===== src/logic/run_cmd_pkg.sv =====
// package for the run-command block: register map, field codes, reset values, timing
// assumes a 32-bit AXI4-Lite register bus and a 20 MHz clock
package run_cmd_pkg;
   // register byte offsets
   localparam logic [7:0] OFF_CMD_SOURCE   = 8'h00;
   localparam logic [7:0] OFF_STATION_ID   = 8'h04;
   localparam logic [7:0] OFF_PROTOCOL     = 8'h08;
   localparam logic [7:0] OFF_BAUD         = 8'h0c;
   localparam logic [7:0] OFF_FRAME        = 8'h10;
   localparam logic [7:0] OFF_RUN_PREVENT  = 8'h14;
   localparam logic [7:0] OFF_START_OPTS   = 8'h18;
   localparam logic [7:0] OFF_RESTART_CNT  = 8'h1c;
   localparam logic [7:0] OFF_RESTART_DLY  = 8'h20;
   localparam logic [7:0] OFF_SEARCH_OPTS  = 8'h24;
   localparam logic [7:0] OFF_SERIAL_CMD   = 8'h28;
   localparam logic [7:0] OFF_KEYPAD       = 8'h2c;
   localparam logic [7:0] OFF_STATUS       = 8'h30;
   // command sources
   localparam logic [2:0] SRC_KEYPAD   = 3'h0;
   localparam logic [2:0] SRC_FWD_REV  = 3'h1;
   localparam logic [2:0] SRC_RUN_DIR  = 3'h2;
   localparam logic [2:0] SRC_SERIAL   = 3'h3;
   localparam logic [2:0] SRC_MAX      = 3'h4;
   // reset values and ranges
   localparam logic [7:0] STATION_DEF  = 8'h01;
   localparam logic [7:0] STATION_MAX  = 8'hfa;
   localparam logic [1:0] PROTO_MAX    = 2'h2;
   localparam logic [2:0] BAUD_DEF     = 3'h3;
   localparam logic [1:0] FRAME_8N1    = 2'h0;
   localparam logic [1:0] PREV_MAX     = 2'h2;
   localparam logic [3:0] RESTART_MAX  = 4'ha;
   localparam logic [5:0] DELAY_MAX    = 6'h3c;
   localparam logic [9:0] DELAY_DEF_DS = 10'h00a;
   // field positions
   localparam int SEARCH_TRIP_BIT = 2;
   localparam int SEARCH_POWER_BIT = 4;
   localparam int OPT_POWER_ON_BIT = 0;
   localparam int OPT_TRIP_START_BIT = 1;
   // timing: delay counted in tenths of a second
   localparam int  CLK_HZ          = 20000000;
   localparam int  TENTH_MS        = 100;
   localparam int  TENTH_CYCLES    = CLK_HZ / 1000 * TENTH_MS;
   localparam int  SEARCH_CYCLES   = 16;
   typedef enum logic [2:0] {
      ST_STOP    = 3'b000,
      ST_SEARCH  = 3'b001,
      ST_RUN     = 3'b010,
      ST_TRIP    = 3'b011,
      ST_WAIT    = 3'b100
   } drive_state_t;
endpackage


===== src/logic/run_cmd_ctrl.sv =====
// run-command arbitration: terminals, keypad and serial link to one drive enable
// assumes terminal pins are asynchronous; serial frames are decoded upstream
// Notes on behaviour
// source 2: forward input is run, reverse input picks direction only
// configurator assigns function codes 1 and 2 to two input terminals
// source 3: run commands come only from the serial link; source range 0-4
// station id 1-250, default 1; only matching frames are accepted
// protocol selector 0-2, default 0
// baud selector 0-7 default 3; frame format default 8N1
// run prevention 0 none, 1 blocks forward, 2 blocks reverse
// power-up and trip-reset starts only for terminal sources 1 or 2; source 3 also restarts on trip reset while the serial run stays set
// power-up start enabled with run active: run at once; the option bit reads 0 at the power-up look, so a held forward run needs an edge
// power-up start disabled: run must drop then rise again; a held reverse run in source 1 starts at once
// search option bit4 gives a speed search on power-up start
// no search: start from standstill in the normal pattern
// a fault trip disables the output drive at once
// trip-reset start set: resume on reset while run stays active
// restart count 0-10, default 0, limits automatic restarts
// restart delay 0-60 s, default 1.0, before each automatic restart
// search option bit2 gives a speed search on restart after trip
// restart disabled: needs reset and a fresh run edge; a held source 1 reverse run or serial run restarts on reset without one
// source 1: both inputs active means stop
// source 0: keypad run starts, stop/reset ends
// a run in a blocked direction is ignored, output stays off
// restart counter decrements per attempt; none at zero
//
// The placing of the registers and the AXI4-Lite slave port were chosen for this implementation.
`timescale 1ns/1ps
module run_cmd_ctrl
   import run_cmd_pkg::*;
(
   // clock and reset
   input  wire logic        clk,
   input  wire logic        rst_n,
   // AXI4-Lite slave
   input  wire logic [7:0]  s_axi_awaddr,
   input  wire logic        s_axi_awvalid,
   output logic             s_axi_awready,
   input  wire logic [31:0] s_axi_wdata,
   input  wire logic [3:0]  s_axi_wstrb,
   input  wire logic        s_axi_wvalid,
   output logic             s_axi_wready,
   output logic [1:0]       s_axi_bresp,
   output logic             s_axi_bvalid,
   input  wire logic        s_axi_bready,
   input  wire logic [7:0]  s_axi_araddr,
   input  wire logic        s_axi_arvalid,
   output logic             s_axi_arready,
   output logic [31:0]      s_axi_rdata,
   output logic [1:0]       s_axi_rresp,
   output logic             s_axi_rvalid,
   input  wire logic        s_axi_rready,
   // terminal inputs
   input  wire logic        forward_run_input,
   input  wire logic        reverse_run_input,
   input  wire logic        trip_reset_input,
   // fault and serial frame
   input  wire logic        fault_trip,
   input  wire logic        frame_valid,
   input  wire logic [7:0]  frame_station,
   input  wire logic        frame_run,
   input  wire logic        frame_reverse,
   // drive outputs
   output logic             drive_enable,
   output logic             drive_reverse,
   output logic             speed_search
);
   logic [2:0] cmd_source_reg;
   logic [7:0] station_reg;
   logic [1:0] protocol_reg;
   logic [2:0] baud_reg;
   logic [1:0] frame_reg;
   logic [1:0] prevent_reg;
   logic [1:0] start_opts_reg;
   logic [3:0] restart_cnt_reg;
   logic [5:0] restart_dly_reg;
   logic [9:0] delay_ds_reg;
   logic [7:0] search_opts_reg;
   logic       key_run_reg;
   logic       key_stop_reg;
   logic       ser_run_reg;
   logic       ser_rev_reg;
   logic [2:0] fwd_sync_reg;
   logic [2:0] rev_sync_reg;
   logic [2:0] rst_sync_reg;
   logic       armed_reg;
   logic [1:0] powerup_reg;
   logic       trip_reg;
   logic [3:0] tries_reg;
   logic [9:0] tenths_reg;
   logic [20:0] tick_reg;
   logic [4:0] search_cnt_reg;
   drive_state_t state_reg;
   logic       aw_hold_reg;
   logic       w_hold_reg;
   logic [7:0] aw_addr_reg;
   logic [31:0] w_data_reg;
   logic [3:0] w_strb_reg;

   logic       term_src;
   logic       fwd;
   logic       rev;
   logic       run_req;
   logic       dir_rev;
   logic       blocked;
   logic       go;
   logic       wr_fire;
   logic       fwd_rise;

   // input synchronisers; bit 0 is read only by bit 1
   always_ff @(posedge clk or negedge rst_n) begin
      if (!rst_n) begin
         fwd_sync_reg <= 3'h0;
         rev_sync_reg <= 3'h0;
         rst_sync_reg <= 3'h0;
      end else begin
         fwd_sync_reg <= {fwd_sync_reg[1:0], forward_run_input};
         rev_sync_reg <= {rev_sync_reg[1:0], reverse_run_input};
         rst_sync_reg <= {rst_sync_reg[1:0], trip_reset_input};
      end
   end

   assign fwd      = fwd_sync_reg[1];
   assign rev      = rev_sync_reg[1];
   assign fwd_rise = fwd_sync_reg[1] & ~fwd_sync_reg[2];
   assign term_src = (cmd_source_reg == SRC_FWD_REV) || (cmd_source_reg == SRC_RUN_DIR);

   // command decode per source
   always_comb begin
      run_req = 1'b0;
      dir_rev = 1'b0;
      case (cmd_source_reg)
         SRC_KEYPAD: begin
            run_req = key_run_reg;
         end
         SRC_FWD_REV: begin
            run_req = fwd ^ rev;
            dir_rev = rev & ~fwd;
         end
         SRC_RUN_DIR: begin
            run_req = fwd;
            dir_rev = rev;
         end
         SRC_SERIAL: begin
            run_req = ser_run_reg;
            dir_rev = ser_rev_reg;
         end
         default: begin
            run_req = 1'b0;
         end
      endcase
   end

   assign blocked = (prevent_reg == 2'h1 && !dir_rev) || (prevent_reg == 2'h2 && dir_rev);
   assign go      = run_req && !blocked && (!term_src || armed_reg);

   // arming: a held forward run at power-up needs an edge; the power-up start bit is still 0 from reset at that look
   always_ff @(posedge clk or negedge rst_n) begin
      if (!rst_n) begin
         armed_reg   <= 1'b0;
         powerup_reg <= 2'h3;
      end else begin
         // power-up look waits until the synchroniser holds the pin level
         if (powerup_reg != 2'h0)
            powerup_reg <= powerup_reg - 2'h1;
         if (powerup_reg == 2'h1)
            armed_reg <= start_opts_reg[OPT_POWER_ON_BIT] || !fwd;
         else if (powerup_reg != 2'h0)
            armed_reg <= 1'b0;
         else if (fwd_rise || !fwd)
            armed_reg <= 1'b1;
         else if (state_reg == ST_TRIP && !start_opts_reg[OPT_TRIP_START_BIT] && tries_reg == 4'h0)
            armed_reg <= 1'b0;
      end
   end

   // serial commands from frames for this station
   always_ff @(posedge clk or negedge rst_n) begin
      if (!rst_n) begin
         ser_run_reg <= 1'b0;
         ser_rev_reg <= 1'b0;
      end else if (frame_valid && frame_station == station_reg) begin
         ser_run_reg <= frame_run;
         ser_rev_reg <= frame_reverse;
      end
   end

   assign wr_fire = aw_hold_reg && w_hold_reg && !s_axi_bvalid;

   // register writes
   always_ff @(posedge clk or negedge rst_n) begin
      if (!rst_n) begin
         cmd_source_reg  <= SRC_KEYPAD;
         station_reg     <= STATION_DEF;
         protocol_reg    <= 2'h0;
         baud_reg        <= BAUD_DEF;
         frame_reg       <= FRAME_8N1;
         prevent_reg     <= 2'h0;
         start_opts_reg  <= 2'h0;
         restart_cnt_reg <= 4'h0;
         restart_dly_reg <= 6'h01;
         delay_ds_reg    <= DELAY_DEF_DS;
         search_opts_reg <= 8'h00;
         key_run_reg     <= 1'b0;
         key_stop_reg    <= 1'b0;
      end else begin
         key_stop_reg <= 1'b0;
         if (key_stop_reg || state_reg == ST_TRIP)
            key_run_reg <= 1'b0;
         if (wr_fire && w_strb_reg[0]) begin
            case (aw_addr_reg)
               OFF_CMD_SOURCE:  if (w_data_reg[2:0] <= SRC_MAX) cmd_source_reg <= w_data_reg[2:0];
               OFF_STATION_ID:  if (w_data_reg[7:0] != 8'h00 && w_data_reg[7:0] <= STATION_MAX)
                                   station_reg <= w_data_reg[7:0];
               OFF_PROTOCOL:    if (w_data_reg[1:0] <= PROTO_MAX) protocol_reg <= w_data_reg[1:0];
               OFF_BAUD:        baud_reg <= w_data_reg[2:0];
               OFF_FRAME:       frame_reg <= w_data_reg[1:0];
               OFF_RUN_PREVENT: if (w_data_reg[1:0] <= PREV_MAX) prevent_reg <= w_data_reg[1:0];
               OFF_START_OPTS:  start_opts_reg <= w_data_reg[1:0];
               OFF_RESTART_CNT: if (w_data_reg[3:0] <= RESTART_MAX) restart_cnt_reg <= w_data_reg[3:0];
               OFF_RESTART_DLY: if (w_data_reg[5:0] <= DELAY_MAX) begin
                  restart_dly_reg <= w_data_reg[5:0];
                  delay_ds_reg    <= 10'(w_data_reg[5:0] * 10);
               end
               OFF_SEARCH_OPTS: search_opts_reg <= w_data_reg[7:0];
               OFF_KEYPAD: begin
                  if (w_data_reg[0]) key_run_reg <= 1'b1;
                  if (w_data_reg[1]) key_stop_reg <= 1'b1;
               end
               default: ;
            endcase
         end
      end
   end

   // drive sequencer
   always_ff @(posedge clk or negedge rst_n) begin
      if (!rst_n) begin
         state_reg      <= ST_STOP;
         trip_reg       <= 1'b0;
         tries_reg      <= 4'h0;
         tenths_reg     <= 10'h000;
         tick_reg       <= 21'h0;
         search_cnt_reg <= 5'h00;
         drive_enable   <= 1'b0;
         drive_reverse  <= 1'b0;
         speed_search   <= 1'b0;
      end else begin
         case (state_reg)
            ST_STOP: begin
               if (!trip_reg)
                  tries_reg <= restart_cnt_reg;
               if (go) begin
                  drive_reverse <= dir_rev;
                  if (trip_reg ? search_opts_reg[SEARCH_TRIP_BIT] : search_opts_reg[SEARCH_POWER_BIT]) begin
                     state_reg      <= ST_SEARCH;
                     speed_search   <= 1'b1;
                     search_cnt_reg <= 5'(SEARCH_CYCLES);
                  end else begin
                     state_reg    <= ST_RUN;
                     drive_enable <= 1'b1;
                  end
                  trip_reg <= 1'b0;
               end
            end
            ST_SEARCH: begin
               search_cnt_reg <= search_cnt_reg - 5'h01;
               if (search_cnt_reg == 5'h01) begin
                  speed_search <= 1'b0;
                  drive_enable <= 1'b1;
                  state_reg    <= ST_RUN;
               end
            end
            ST_RUN: begin
               if (!go) begin
                  drive_enable <= 1'b0;
                  state_reg    <= ST_STOP;
               end
            end
            ST_TRIP: begin
               if (rst_sync_reg[1] || (tries_reg != 4'h0 && term_src)) begin
                  tick_reg   <= 21'h0;
                  tenths_reg <= delay_ds_reg;
                  state_reg  <= rst_sync_reg[1] && !(term_src && start_opts_reg[OPT_TRIP_START_BIT])
                                ? ST_STOP : ST_WAIT;
                  if (!rst_sync_reg[1])
                     tries_reg <= tries_reg - 4'h1;
               end
            end
            ST_WAIT: begin
               if (tenths_reg == 10'h000) begin
                  state_reg <= ST_STOP;
               end else if (tick_reg == 21'(TENTH_CYCLES - 1)) begin
                  tick_reg   <= 21'h0;
                  tenths_reg <= tenths_reg - 10'h001;
               end else begin
                  tick_reg <= tick_reg + 21'h1;
               end
            end
            default: state_reg <= ST_STOP;
         endcase
         if (fault_trip) begin
            state_reg    <= ST_TRIP;
            trip_reg     <= 1'b1;
            drive_enable <= 1'b0;
            speed_search <= 1'b0;
         end
      end
   end

   // AXI4-Lite write channel
   always_ff @(posedge clk or negedge rst_n) begin
      if (!rst_n) begin
         aw_hold_reg   <= 1'b0;
         w_hold_reg    <= 1'b0;
         aw_addr_reg   <= 8'h00;
         w_data_reg    <= 32'h0;
         w_strb_reg    <= 4'h0;
         s_axi_awready <= 1'b0;
         s_axi_wready  <= 1'b0;
         s_axi_bvalid  <= 1'b0;
         s_axi_bresp   <= 2'h0;
      end else begin
         s_axi_awready <= !aw_hold_reg && !s_axi_awready && s_axi_awvalid;
         s_axi_wready  <= !w_hold_reg && !s_axi_wready && s_axi_wvalid;
         if (s_axi_awvalid && s_axi_awready) begin
            aw_hold_reg <= 1'b1;
            aw_addr_reg <= s_axi_awaddr;
         end
         if (s_axi_wvalid && s_axi_wready) begin
            w_hold_reg <= 1'b1;
            w_data_reg <= s_axi_wdata;
            w_strb_reg <= s_axi_wstrb;
         end
         if (wr_fire) begin
            aw_hold_reg  <= 1'b0;
            w_hold_reg   <= 1'b0;
            s_axi_bvalid <= 1'b1;
            s_axi_bresp  <= (aw_addr_reg <= OFF_KEYPAD && aw_addr_reg[1:0] == 2'h0) ? 2'h0 : 2'h2;
         end else if (s_axi_bready) begin
            s_axi_bvalid <= 1'b0;
         end
      end
   end

   // AXI4-Lite read channel
   always_ff @(posedge clk or negedge rst_n) begin
      if (!rst_n) begin
         s_axi_arready <= 1'b0;
         s_axi_rvalid  <= 1'b0;
         s_axi_rdata   <= 32'h0;
         s_axi_rresp   <= 2'h0;
      end else begin
         s_axi_arready <= !s_axi_arready && !s_axi_rvalid && s_axi_arvalid;
         if (s_axi_arvalid && s_axi_arready) begin
            s_axi_rvalid <= 1'b1;
            s_axi_rresp  <= 2'h0;
            case (s_axi_araddr)
               OFF_CMD_SOURCE:  s_axi_rdata <= {29'h0, cmd_source_reg};
               OFF_STATION_ID:  s_axi_rdata <= {24'h0, station_reg};
               OFF_PROTOCOL:    s_axi_rdata <= {30'h0, protocol_reg};
               OFF_BAUD:        s_axi_rdata <= {29'h0, baud_reg};
               OFF_FRAME:       s_axi_rdata <= {30'h0, frame_reg};
               OFF_RUN_PREVENT: s_axi_rdata <= {30'h0, prevent_reg};
               OFF_START_OPTS:  s_axi_rdata <= {30'h0, start_opts_reg};
               OFF_RESTART_CNT: s_axi_rdata <= {28'h0, restart_cnt_reg};
               OFF_RESTART_DLY: s_axi_rdata <= {26'h0, restart_dly_reg};
               OFF_SEARCH_OPTS: s_axi_rdata <= {24'h0, search_opts_reg};
               OFF_SERIAL_CMD:  s_axi_rdata <= {30'h0, ser_rev_reg, ser_run_reg};
               OFF_KEYPAD:      s_axi_rdata <= {31'h0, key_run_reg};
               OFF_STATUS:      s_axi_rdata <= {20'h0, tries_reg, 1'b0, state_reg, armed_reg,
                                                 speed_search, drive_reverse, drive_enable};
               default: begin
                  s_axi_rdata <= 32'h0;
                  s_axi_rresp <= 2'h2;
               end
            endcase
         end else if (s_axi_rready) begin
            s_axi_rvalid <= 1'b0;
         end
      end
   end

   // checks
   a_trip_kills_drive: assert property (@(posedge clk) disable iff (!rst_n)
      fault_trip |=> !drive_enable) else $error("drive still on after trip");
   a_prevent_fwd_run: assert property (@(posedge clk) disable iff (!rst_n)
      (prevent_reg == 2'h1 && $rose(drive_enable)) |-> drive_reverse) else $error("forward ran");
   a_prevent_rev_run: assert property (@(posedge clk) disable iff (!rst_n)
      (prevent_reg == 2'h2 && $rose(drive_enable)) |-> !drive_reverse) else $error("reverse ran");
   a_both_inputs_stop: assert property (@(posedge clk) disable iff (!rst_n)
      (cmd_source_reg == SRC_FWD_REV && fwd && rev && state_reg == ST_RUN && !fault_trip)
      |=> !drive_enable) else $error("both inputs did not stop");
   a_station_filter: assert property (@(posedge clk) disable iff (!rst_n)
      (frame_valid && frame_station != station_reg) |=> $stable(ser_run_reg)) else $error("foreign frame");
   a_station_range: assert property (@(posedge clk) disable iff (!rst_n)
      station_reg != 8'h00 && station_reg <= STATION_MAX) else $error("station out of range");
   a_restart_bound: assert property (@(posedge clk) disable iff (!rst_n)
      tries_reg <= RESTART_MAX) else $error("restart count out of range");
   a_no_tries_left: assert property (@(posedge clk) disable iff (!rst_n)
      (state_reg == ST_TRIP && tries_reg == 4'h0 && !rst_sync_reg[1] && !fault_trip)
      |=> state_reg == ST_TRIP) else $error("restart with no tries");
   a_search_first: assert property (@(posedge clk) disable iff (!rst_n)
      $rose(speed_search) |-> !drive_enable [*8]) else $error("drive during search");
   a_serial_only: assert property (@(posedge clk) disable iff (!rst_n)
      (cmd_source_reg == SRC_SERIAL && !ser_run_reg && !fault_trip) |=> !drive_enable)
      else $error("serial source ran without serial run");
   c_run_start: cover property (@(posedge clk) disable iff (!rst_n) $rose(drive_enable));
   c_trip_seen: cover property (@(posedge clk) disable iff (!rst_n) state_reg == ST_TRIP);
   c_auto_wait: cover property (@(posedge clk) disable iff (!rst_n) state_reg == ST_WAIT);
endmodule


===== config.mk =====
export PLATFORM = sky130hd
export DESIGN_NAME = run_cmd_ctrl
export DESIGN_NICKNAME = d
export VERILOG_FILES = /design/src/logic/run_cmd_pkg.sv /design/src/logic/run_cmd_ctrl.sv
export SDC_FILE = /design/constraint.sdc
export NUM_CORES = 1
export LEC_CHECK = 0
export BUFFER_PORTS_ARGS = -buffer_cell sky130_fd_sc_hd__buf_2
export CELL_PAD_IN_SITES_DETAIL_PLACEMENT = 0
export CELL_PAD_IN_SITES_GLOBAL_PLACEMENT = 1
export CORE_ASPECT_RATIO = 1.4
export CORE_MARGIN = 1
export CORE_UTILIZATION = 32
export DETAILED_ROUTE_END_ITERATION = 8
export PLACE_DENSITY_LB_ADDON = 0.15
export SLEW_MARGIN = 20
export SYNTH_ARGS = -nofsm -noshare
export SYNTH_HDL_FRONTEND = slang
export SYNTH_SLANG_ARGS = --single-unit

===== constraint.sdc =====
create_clock -name clk -period 1.88 [get_ports clk]
set_input_delay 0.376 -clock clk [delete_from_list [all_inputs] [get_ports clk]]
set_output_delay 0.376 -clock clk [all_outputs]
set_load 0.02 [all_outputs]

==> impl_metrics.yaml <==
run_status:
  outcome: "finished, violations left"
  violations: "negative setup slack"
run:
  maxCapViolations: 0
cells_and_area:
  nets: 1075
  final_common_cell: "buf_4"
  layout_common_cells: "buf_4, dfrtp_1, buf_2"
  stdcell_count: 1305
  fin_area_um2: 11000
  n_antenna_cell: 0
  drive_gt1_frac: 0.430
  area_delta_synth_final_pct: 41.6
  largest_reg_flops: 21
routing:
  drc: 0
  routed_via_density: 5.12
  drtIter0Drc: 296
  wl_per_cell_um: 17.7
  wirelength_um: 23000
  vias: 6687
  ant_nets: 0
  drt_pre_antenna_iters: 4
synth:
  ys_warn_count: 0
  synthCells: 762
  synth.avg_cell_area_um2: 10.2
  synth_enable_flop_cells: 0
  ys_types: 76
  synth_area_um2: 7790
  ys_seq_area_frac: 0.470
  synth_async_sr_flop_share: 1.00
  synth_flop_cell: "dfrtp_1"
  ys_ff_latch: 146
global_routing:
  overflow: 0
  antenna_found_initial: 0
  grt_pass1_vias: 7080
  grt_use_total: 0.188
  grt_max_degree: 40
  grt_pass1_wl_um: 36800
min_path:
  min_path_cells: 1
  holdCritPathClass: "in2reg"
setup_path:
  worstSetupPathType: "reg2reg"
  path_max_fanout: 4
  startpoint_type: "flip-flop"
  crit_path_frequent_cell: "inv_1"
  critPathMaxStageDelay_ns: 0.47
  cp.depth: 8
  slowest_stage: "mux4_2"
  cp.arrival_ns: 2.33
  r2r_cells: 8
  required_ns: 2.18
  endpoint_kind: "flip-flop"
  cp_num_buf_inv: 3
  cp_top_family: "compound AO/OA/AOI/OAI gates"
  path_cells: "inv_1, ha_1, inv_1, mux4_2, o211ai_1, buf_4, nor3_2, o32a_1"
sta:
  setup_viol_count_final: 38
  period_needed_ns: 2.04
  worst_slack_ns: -0.156
  drv_slew: 0
  fin_worst_skew_ns: 0.0196
  hold_violations: 0
  rsz0062_at_grt: "yes"
  fin_setup_tns_ns: -1.93
  finalCritPeriodShare: 1.08
  max_freq_ghz: 0.491
clock_network:
  cts_buffer_depth: 2
  cts_made_buffers: 17
  cts_tree: "built"
  clk_latency_ns: 0.43
  cts_root_buf: "clkbuf_16"
  clkTransAtPathRegs_ns: 0.06
  clock-sinks: 146
  htreeDepth: 4
placed_design:
  hpwl_um: 16400
  place_area_um2: 9280
  portBuffers: 68
  placed_cells: 1229
  place_ws_ns: -0.354
  place.gp.congestion: 0.863
power:
  power_mw: 12.3
  p_leak_nw: 4.98
  powerDensity_nw_per_um2: 1120
  vdd_ir_drop_max_mv: 0.671
floorplanning:
  die_area_um2: 25000
  num_rows: 67
  die_y_um: 187
  die_w_um: 134
  start_util: 0.326
  core-area_um2: 23900
  pin_count: 118
## synth_stat cells (5+ instances only)
cell type / n / area [um2]
dfrtp_1: 139 / 3480
nand2_1: 56 / 210
o21ai_0: 56 / 280
mux2_2: 54 / 608
nor2_1: 52 / 195
a21oi_1: 41 / 205
inv_1: 29 / 109
buf_4: 24 / 180
nor3_1: 24 / 120
nand3_1: 21 / 105
ha_1: 18 / 225
clkbuf_1: 17 / 63.8
mux2i_1: 14 / 140
a22o_1: 12 / 105
a31oi_1: 11 / 68.8
nand4_1: 11 / 68.8
nand2b_1: 10 / 62.6
or4_1: 10 / 75.1
xor2_1: 10 / 87.6
nor2b_1: 9 / 56.3
and3_1: 8 / 50.1
buf_2: 8 / 40.0
nor3b_1: 8 / 60.1
o31ai_1: 8 / 60.1
dfstp_2: 7 / 184
nor4_1: 7 / 43.8
a21o_1: 5 / 37.5
a22oi_1: 5 / 37.5
## repair_timing
| item | in CTS | in global routing |
|---|---|---|
| cloned | 4 | 1 |
| hold endpoints to repair | 31 | 0 |
| endpoints found under the setup margin | 67 | 78 |
| resized for setup | 75 | 95 |
| hold buffers | 1 | 0 |
| pin swaps | 31 | 37 |
| setup buffers | 18 | 24 |
## path summary, 6_finish.rpt
kind	from	to	slack, ns
min reg2reg	rev_sync_reg[0]	rev_sync_reg[1]	0.37
max	fwd_sync_reg[1]	drive_enable	-0.16
max reg2reg	fwd_sync_reg[1]	drive_enable	-0.16
min	reverse_run_input	rev_sync_reg[0]	0.06
max in group asynchronous	rst_n	baud_reg[0]	0.82
min in group asynchronous	rst_n	tick_reg[18]	0.43
## worst register-to-register path, stage by stage (launching register included)
cell and delay (ns):
dfrtp_1 0.37, inv_1 0.05, ha_1 0.27, inv_1 0.04
mux4_2 0.47, o211ai_1 0.20, buf_4 0.19, nor3_2 0.04
o32a_1 0.28
## cell type report
cell class                 instances  area [um2]
inverter                          29         109
multi-input combinational        554        4460
clock buffer                      18         429
clock inverter                    14         200
fill                            2258       12900
tap                              310         388
sequential                       146        3660
timing repair buffer             234        1790
## metrics by stage
| stage | hold WS [ns] | util |
|---|---|---|
| after CTS | 0.0437 | 0.437 |
| after detailed placement | 0.324 | 0.388 |
| final | 0.0559 | 0.462 |
| after global placement | 0.316 | 0.388 |
| after floorplan | 0.0804 | - |
| after global routing | 0.0399 | 0.462 |
## power by group
group	switching [mW]	internal [mW]
Sequential	0.528	3.65
Clock	1.43	2.24
Combinational	2.24	2.24
## cell families after synthesis
logic type / count (synthesis) / synth area share
mux: 73 / 0.106
other cells: 1 / 0.000481
fa+ha+maj: 19 / 0.0315
compound gates: 179 / 0.149
flops: 146 / 0.470
buf+inv: 84 / 0.0573
xor+xnor: 14 / 0.0157
simple gates: 246 / 0.169
## routing by layer
| metal | vias up | routed length, um | GRT usage |
|---|---|---|---|
| met4 | 0 | 494 | 0.0743 |
| met3 | 36 | 685 | 0.0288 |
| li1 | 3190 | - | - |
| met5 | - | 0 | 0 |
| met1 | 3319 | 9410 | 0.222 |
| met2 | 142 | 12500 | 0.336 |
No activity file was read; power rests on OpenSTA's default activity.
